==> config.mk <==
export PLATFORM = sky130hd
export DESIGN_NAME = pdcs_device_ctl_sts
export DESIGN_NICKNAME = d
export VERILOG_FILES = /design/src/rtl/pdcs_pkg.sv /design/src/rtl/pdcs_device_ctl_sts.sv
export VERILOG_INCLUDE_DIRS = /design/src /design/src/rtl
export SDC_FILE = /design/constraint.sdc
export NUM_CORES = 1
export LEC_CHECK = 0
export BUFFER_PORTS_ARGS = -buffer_cell sky130_fd_sc_hd__buf_2
export CORE_MARGIN = 2
export CORE_UTILIZATION = 35
export CTS_BUF_LIST = sky130_fd_sc_hd__clkbuf_2
export CTS_CLUSTER_DIAMETER = 50
export DETAILED_ROUTE_END_ITERATION = 12
export PLACE_DENSITY = 0.61
export RECOVER_POWER = 100
export REMOVE_ABC_BUFFERS = 1
export SYNTH_ARGS = -nofsm -noshare
export SYNTH_HDL_FRONTEND = slang
export SYNTH_SLANG_ARGS = --single-unit
==> constraint.sdc <==
create_clock -name core_clk -period 2.5 [get_ports core_clk]
set_input_delay 0 -clock core_clk [delete_from_list [all_inputs] [get_ports core_clk]]
set_output_delay 0 -clock core_clk [all_outputs]
set_load 0.02 [all_outputs]
==> src/rtl/pdcs_regs.svh <==
// Offsets, field positions, reset values and counts of the device control and status bank
`ifndef PDCS_REGS_SVH
`define PDCS_REGS_SVH

// Register indices; byte address is four times the index
`define PDCS_CTL_IDX 10'h048
`define PDCS_STS_IDX 10'h04a
`define PDCS_ISTS_IDX 10'h060
`define PDCS_IMSK_IDX 10'h061

// Control fields
`define PDCS_CTL_RO 4
`define PDCS_CTL_MPS_LSB 5
`define PDCS_CTL_MPS_MSB 7
`define PDCS_CTL_RST 16'h2010
`define PDCS_CTL_WMASK 16'h79ff

// Status fields
`define PDCS_STS_W1C 16'h000f
`define PDCS_NERR 4

// Payload and request sizes in bytes
`define PDCS_B128 12'h080
`define PDCS_B256 12'h100
`define PDCS_B512 12'h200
`define PDCS_B1024 12'h400
`define PDCS_B2048 12'h800

`endif

==> src/rtl/pdcs_pkg.sv <==
// Types shared by the device control and status bank
package pdcs_pkg;
	typedef logic [15:0] pdcs_half_t;
	typedef logic [3:0] pdcs_err_t;
	typedef enum logic [2:0] {
		PDCS_MPS_128 = 3'h0,
		PDCS_MPS_256 = 3'h1,
		PDCS_MPS_512 = 3'h2,
		PDCS_MPS_1024 = 3'h3,
		PDCS_MPS_2048 = 3'h4
	} pdcs_mps_t;
endpackage

==> src/rtl/pdcs_device_ctl_sts.sv <==
// Device control and status registers behind a classic Wishbone slave
`timescale 1ns/100ps
`include "pdcs_regs.svh"

module pdcs_device_ctl_sts
	import pdcs_pkg::*;
#(
	parameter int ADDR_W = 12
) (
	// Clock and reset
	input wire logic core_clk,
	input wire logic rstn,
	// Wishbone slave
	input wire logic [ADDR_W-1:0] wb_adr_i,
	input wire logic [31:0] wb_dat_i,
	input wire logic [3:0] wb_sel_i,
	input wire logic wb_we_i,
	input wire logic wb_stb_i,
	input wire logic wb_cyc_i,
	output logic [31:0] wb_dat_o,
	output logic wb_ack_o,
	// Detected error events
	input wire logic corrErrIn,
	input wire logic nonfatalErrIn,
	input wire logic fatalErrIn,
	input wire logic unsupReqIn,
	// Error reports towards the message logic
	output logic corrReport,
	output logic nonfatalReport,
	output logic fatalReport,
	output logic unsupReport,
	// Traffic from the opposite side
	input wire logic inValid,
	input wire logic inRelaxed,
	input wire logic inNoSnoop,
	input wire logic [7:0] inTag,
	// Traffic onto this side
	output logic fwdValid,
	output logic fwdRelaxed,
	output logic fwdNoSnoop,
	output logic [7:0] fwdTag,
	// Attributes for locally generated requests
	output logic [7:0] genTag,
	output logic genNoSnoop,
	output logic [11:0] genReadBytes,
	output logic [11:0] maxPayloadBytes,
	// Interrupt
	output logic irq
);

	generate
		if (ADDR_W < 12) begin : g_bad_addr
			$error("ADDR_W must be at least 12");
		end
	endgenerate

	pdcs_half_t ctl_r;
	pdcs_half_t stsView;
	pdcs_err_t sts_r;
	pdcs_err_t irqSts_r;
	pdcs_err_t irqMsk_r;
	pdcs_err_t errVec;
	pdcs_err_t reportVec;
	logic [31:0] wbDat_r;
	logic [31:0] rdData;
	logic wbAck_r;
	logic req;
	logic done;
	logic [9:0] idx;
	logic hitCtl;
	logic hitSts;
	logic hitISts;
	logic hitIMsk;
	logic [15:0] wrBits;
	logic fwdValid_r;
	logic fwdRelaxed_r;
	logic fwdNoSnoop_r;
	logic [7:0] fwdTag_r;
	logic [7:0] genTag_r;
	logic genNoSnoop_r;
	logic [11:0] genReadBytes_r;
	logic [11:0] mpsBytes_r;
	logic irq_r;

	function automatic logic [11:0] mpsDecode(input logic [2:0] code);
		case (code)
			PDCS_MPS_256: mpsDecode = `PDCS_B256;
			PDCS_MPS_512: mpsDecode = `PDCS_B512;
			PDCS_MPS_1024: mpsDecode = `PDCS_B1024;
			PDCS_MPS_2048: mpsDecode = `PDCS_B2048;
			default: mpsDecode = `PDCS_B128;
		endcase
	endfunction

	assign errVec = {unsupReqIn, fatalErrIn, nonfatalErrIn, corrErrIn};
	assign idx = wb_adr_i[11:2];
	assign hitCtl = (idx == `PDCS_CTL_IDX);
	assign hitSts = (idx == `PDCS_STS_IDX);
	assign hitISts = (idx == `PDCS_ISTS_IDX);
	assign hitIMsk = (idx == `PDCS_IMSK_IDX);
	// New request, and the edge at which the master sees ack
	assign req = wb_cyc_i && wb_stb_i && !wbAck_r;
	assign done = wb_cyc_i && wb_stb_i && wbAck_r;
	assign wrBits = {{8{wb_sel_i[1]}}, {8{wb_sel_i[0]}}} & wb_dat_i[15:0];

	// Read-only status bits stay zero
	assign stsView = {12'h000, sts_r};

	always_comb begin
		rdData = 32'h0000_0000;
		if (hitCtl) begin
			rdData[15:0] = ctl_r & `PDCS_CTL_WMASK;
		end else if (hitSts) begin
			rdData[15:0] = stsView;
		end else if (hitISts) begin
			rdData[3:0] = irqSts_r;
		end else if (hitIMsk) begin
			rdData[3:0] = irqMsk_r;
		end
	end

	// Bus answer: one wait state, unmapped reads give zero
	always_ff @(posedge core_clk or negedge rstn) begin
		if (!rstn) begin
			wbAck_r <= 1'b0;
		end else begin
			wbAck_r <= req;
		end
	end

	always_ff @(posedge core_clk or negedge rstn) begin
		if (!rstn) begin
			wbDat_r <= 32'h0000_0000;
		end else if (req && !wb_we_i) begin
			wbDat_r <= rdData;
		end else if (wbAck_r) begin
			wbDat_r <= 32'h0000_0000;
		end
	end

	// Control register; fixed and reserved bits never store
	always_ff @(posedge core_clk or negedge rstn) begin
		if (!rstn) begin
			ctl_r <= `PDCS_CTL_RST;
		end else if (done && wb_we_i && hitCtl) begin
			ctl_r <= (ctl_r & ~({{8{wb_sel_i[1]}}, {8{wb_sel_i[0]}}} & `PDCS_CTL_WMASK))
				| (wrBits & `PDCS_CTL_WMASK);
		end
	end

	// Per error: sticky status, interrupt status and gated report
	genvar gi;
	generate
		for (gi = 0; gi < `PDCS_NERR; gi++) begin : g_err
			// Set beats a write-one clear in the same cycle
			always_ff @(posedge core_clk or negedge rstn) begin
				if (!rstn) begin
					sts_r[gi] <= 1'b0;
				end else if (errVec[gi]) begin
					sts_r[gi] <= 1'b1;
				end else if (done && wb_we_i && hitSts && wrBits[gi]) begin
					sts_r[gi] <= 1'b0;
				end
			end

			// Only clear what the read actually returned, so a late event survives
			always_ff @(posedge core_clk or negedge rstn) begin
				if (!rstn) begin
					irqSts_r[gi] <= 1'b0;
				end else if (errVec[gi]) begin
					irqSts_r[gi] <= 1'b1;
				end else if (done && !wb_we_i && hitISts && wbDat_r[gi]) begin
					irqSts_r[gi] <= 1'b0;
				end
			end

			always_ff @(posedge core_clk or negedge rstn) begin
				if (!rstn) begin
					irqMsk_r[gi] <= 1'b0;
				end else if (done && wb_we_i && hitIMsk && wb_sel_i[0]) begin
					irqMsk_r[gi] <= wb_dat_i[gi];
				end
			end

			always_ff @(posedge core_clk or negedge rstn) begin
				if (!rstn) begin
					reportVec[gi] <= 1'b0;
				end else begin
					reportVec[gi] <= errVec[gi] && ctl_r[gi];
				end
			end
		end
	endgenerate

	always_ff @(posedge core_clk or negedge rstn) begin
		if (!rstn) begin
			irq_r <= 1'b0;
		end else begin
			irq_r <= |(irqSts_r & irqMsk_r);
		end
	end

	// Pass-through stage towards this side; relaxed ordering passes only while enabled
	always_ff @(posedge core_clk or negedge rstn) begin
		if (!rstn) begin
			fwdValid_r <= 1'b0;
			fwdRelaxed_r <= 1'b0;
			fwdNoSnoop_r <= 1'b0;
			fwdTag_r <= 8'h00;
		end else begin
			fwdValid_r <= inValid;
			fwdRelaxed_r <= inRelaxed && ctl_r[`PDCS_CTL_RO];
			fwdNoSnoop_r <= inNoSnoop;
			fwdTag_r <= inTag;
		end
	end

	// Generated requests: zero tag, no snoop suppression, small reads
	always_ff @(posedge core_clk or negedge rstn) begin
		if (!rstn) begin
			genTag_r <= 8'h00;
			genNoSnoop_r <= 1'b0;
			genReadBytes_r <= `PDCS_B128;
		end else begin
			genTag_r <= 8'h00;
			genNoSnoop_r <= 1'b0;
			genReadBytes_r <= `PDCS_B128;
		end
	end

	always_ff @(posedge core_clk or negedge rstn) begin
		if (!rstn) begin
			mpsBytes_r <= `PDCS_B128;
		end else begin
			mpsBytes_r <= mpsDecode(ctl_r[`PDCS_CTL_MPS_MSB:`PDCS_CTL_MPS_LSB]);
		end
	end

	assign wb_dat_o = wbDat_r;
	assign wb_ack_o = wbAck_r;
	assign corrReport = reportVec[0];
	assign nonfatalReport = reportVec[1];
	assign fatalReport = reportVec[2];
	assign unsupReport = reportVec[3];
	assign fwdValid = fwdValid_r;
	assign fwdRelaxed = fwdRelaxed_r;
	assign fwdNoSnoop = fwdNoSnoop_r;
	assign fwdTag = fwdTag_r;
	assign genTag = genTag_r;
	assign genNoSnoop = genNoSnoop_r;
	assign genReadBytes = genReadBytes_r;
	assign maxPayloadBytes = mpsBytes_r;
	assign irq = irq_r;
endmodule // pdcs_device_ctl_sts

==> results.cfg <==
[worst_setup_path]
cp_slowest_cell = dlygate4sd3_1
setup.worst_path.end_class = flop
path_cells = nand4_1, nor4_1, buf_4, nand4_1, a21o_1, dlygate4sd3_1
cp.arrival_ns = 2.61
path_common_cell = nand4_1
cp_top_family = buffers and inverters
path_buf_inv = 2
start_kind = flop
critPathKind = reg -> reg
critPathMaxStageDelay_ns = 0.55
reg2reg_depth = 6
crit_fanout = 6
cp_num_cells = 6
worstPathRequired_ns = 2.87

[pwr]
powerDensity_nw_per_um2 = 476
p_total_mw = 1.65
vdd_drop_max_mv = 0.265
leakagePower_nw = 1.68

[cts]
post_cts.repair.setup_buffers = 0
clk_latency_ns = 0.47
numCtsBuffers = 9
clock-sinks = 60
htreeDepth = 3
cts_tree = done
clk_path_buf_depth = 2
clk_pin_slew_ns = 0.16
cts-root-buf = clkbuf_2

[global_routing]
gr-usage-met2 = 0.237
grt_use_total = 0.151
gr-total-overflow = 0
met1_usage = 0.196
grt_util_met3 = 0.0468
busiest_layer = met2
grt_pass1_wl_um = 9780
grt_pass1_vias = 2004
antenna_found_initial = 0
grt_max_degree = 40

[synth]
yosys_warnings = 0
syn_area_um2 = 2730
synth_seq_cells = 60
synth_cell_type_count = 40
synth_top_area_cell = dfrtp_1
yosysSeqAreaShare = 0.552
avgSynthCellArea_um2 = 12.0
yosys.area.top_type_share = 0.523
synth_area_leaders = dfrtp_1 (52%), buf_4 (13%), mux2_2 (7.0%)
synthCells = 227

[finish]
stdcell_count = 461
post-route-cell-area_um2 = 3470
area_growth_pct = 27.2
fillerInstances = 750
fin_nets = 423
drive_above_1_share = 0.226
diodes = 0

[detailed_routing]
num_vias = 2013
routed_wl_um = 6140
vias_per_cell = 4.37
postRouteAntennaNets = 0
wl_per_cell_um = 13.3
drt_pass1_iterations = 4
first_iter_violations = 80
drc_errors = 0

[die]
dieArea_um2 = 8520
rows = 32
dieWidth_um = 92.3
coreArea_um2 = 7650
ios = 150
die_y_um = 92.3
start_util = 0.357

[job]
max_cap_violations = 0

[place]
place_congestion = 0.789
port_buffers = 79
hpwl_um = 4210
place_area_um2 = 3100
dp.cells = 408

[timing]
grt_setup_unrepaired = false
setup_viol = 0
fmax_mhz = 446
report.final.slew_viol_count = 0
slew_headroom = 0.369
tightestPinTransition_ns = 0.946
final-hold-violation-count = 0
finalCriticalPeriod_ns = 2.24
fin_skew_ns = 0.0262
min_period_over_period = 0.897
tns_ns = 0

[outcome]
status = finished clean

[min_path]
hold_depth = 4
min_path_type = in -> reg
cells by family after synthesis:
logic type	Yosys count	share of synthesized area
multiplexers	20	0.0812
AO/OA/AOI/OAI	28	0.0766
buffers and inverters	61	0.150
flip-flops	60	0.552
other	2	0.00275
AND/OR/NAND/NOR	55	0.134
XOR/XNOR	1	0.00321
metal layers:
layer / routed length (um) / part of all wire
met1: 2700 / 0.44
met5: 0 / 0
met2: 2930 / 0.48
met3: 407 / 0.066
met4: 96 / 0.016
repair_timing:
item / in CTS / in global routing
hold buffers: 38 / 0
hold endpoints to repair: 62 / 0
endpoints found under the setup margin: 0 / 2
gates resized for setup: 0 / 1
power by group:
| group | switching [mW] | internal, mW |
|---|---|---|
| sequential | 0.00361 | 0.980 |
| clock | 0.330 | 0.117 |
| combinational | 0.144 | 0.0759 |
tightest hold or removal path: stages:
cell and delay [ns]:
buf_2 0.09, inv_1 0.08, nor3_4 0.07, mux2_2 0.22
Yosys cell counts:
| master | number |
|---|---|
| a21o_1 | 4 |
| a22o_1 | 9 |
| a22oi_1 | 2 |
| a31oi_1 | 4 |
| and2_1 | 6 |
| and3_1 | 1 |
| and3b_1 | 2 |
| and4b_1 | 1 |
| buf_2 | 3 |
| buf_4 | 47 |
| clkbuf_1 | 3 |
| conb_1 | 2 |
| dfrtp_1 | 57 |
| dfstp_2 | 3 |
| inv_1 | 8 |
| mux2_2 | 17 |
| mux2i_1 | 3 |
| nand2_1 | 10 |
| nand2b_1 | 1 |
| nand3b_1 | 1 |
| nand4_1 | 5 |
| nor2_1 | 6 |
| nor2b_1 | 4 |
| nor3_1 | 1 |
| nor3_4 | 2 |
| nor3b_1 | 4 |
| nor3b_2 | 1 |
| nor4_1 | 2 |
| nor4bb_1 | 1 |
| o211ai_1 | 3 |
| o21ai_0 | 2 |
| o22ai_1 | 3 |
| o41ai_1 | 1 |
| or3_1 | 1 |
| or3b_1 | 1 |
| or3b_2 | 1 |
| or4_2 | 2 |
| or4_4 | 1 |
| or4b_1 | 1 |
| xor2_1 | 1 |
through the flow:
step / util / hold slack, ns / setup WS, ns
2_1_floorplan: - / -0.296 / 0.411
3_3_place_gp: 0.405 / -0.00755 / 0.343
3_5_place_dp: 0.405 / -0.00562 / 0.325
4_1_cts: 0.464 / 0.00879 / 0.201
5_1_grt: 0.454 / 0.00806 / 0.0757
6_report: 0.454 / 0.0424 / 0.258
cell type report:
cell class	instances	area, um2	share of cell area
Sequential cell	60	1510	0.434
Multi-Input combinational cell	151	966	0.278
Timing Repair Buffer	125	771	0.222
Tap cell	102	128	0.0368
Clock buffer	10	50.0	0.0144
Inverter	8	30.0	0.00865
Clock inverter	5	21.3	0.00613
path summary, 6_finish.rpt:
path / end / start / slack [ns]
setup / recovery: stsView[2]$_DFFE_PN0P_ / wb_ack_o$_DFF_PN0_ / 0.26
setup reg to reg: stsView[2]$_DFFE_PN0P_ / wb_ack_o$_DFF_PN0_ / 0.26
hold / removal: flop / wb_sel_i[1] / 0.04
min in group asynchronous: wb_dat_o[14]$_DFFE_PN0P_ / rstn / 0.60
hold reg to reg: wb_dat_o[8]$_DFFE_PN0P_ / flop / 0.48
max in group asynchronous: fatalReport$_DFF_PN0_ / rstn / 0.54
cells in the final DEF, fill, tap and decap left out, drive strengths merged, types with 3 or more instances in the layout:
cell,instances
dfstp,3
a21o,4
nor2,6
clkinv,5
o22ai,3
conb,47
and2,6
inv,8
nor3b,5
o211ai,3
a22o,9
or4,3
a31oi,4
clkbuf,53
nand2,10
dlygate4sd3,38
nand4,5
mux2i,3
buf,44
nor3,3
mux2,17
dfrtp,57
nor2b,4
Power figures use the tool's default switching activity.
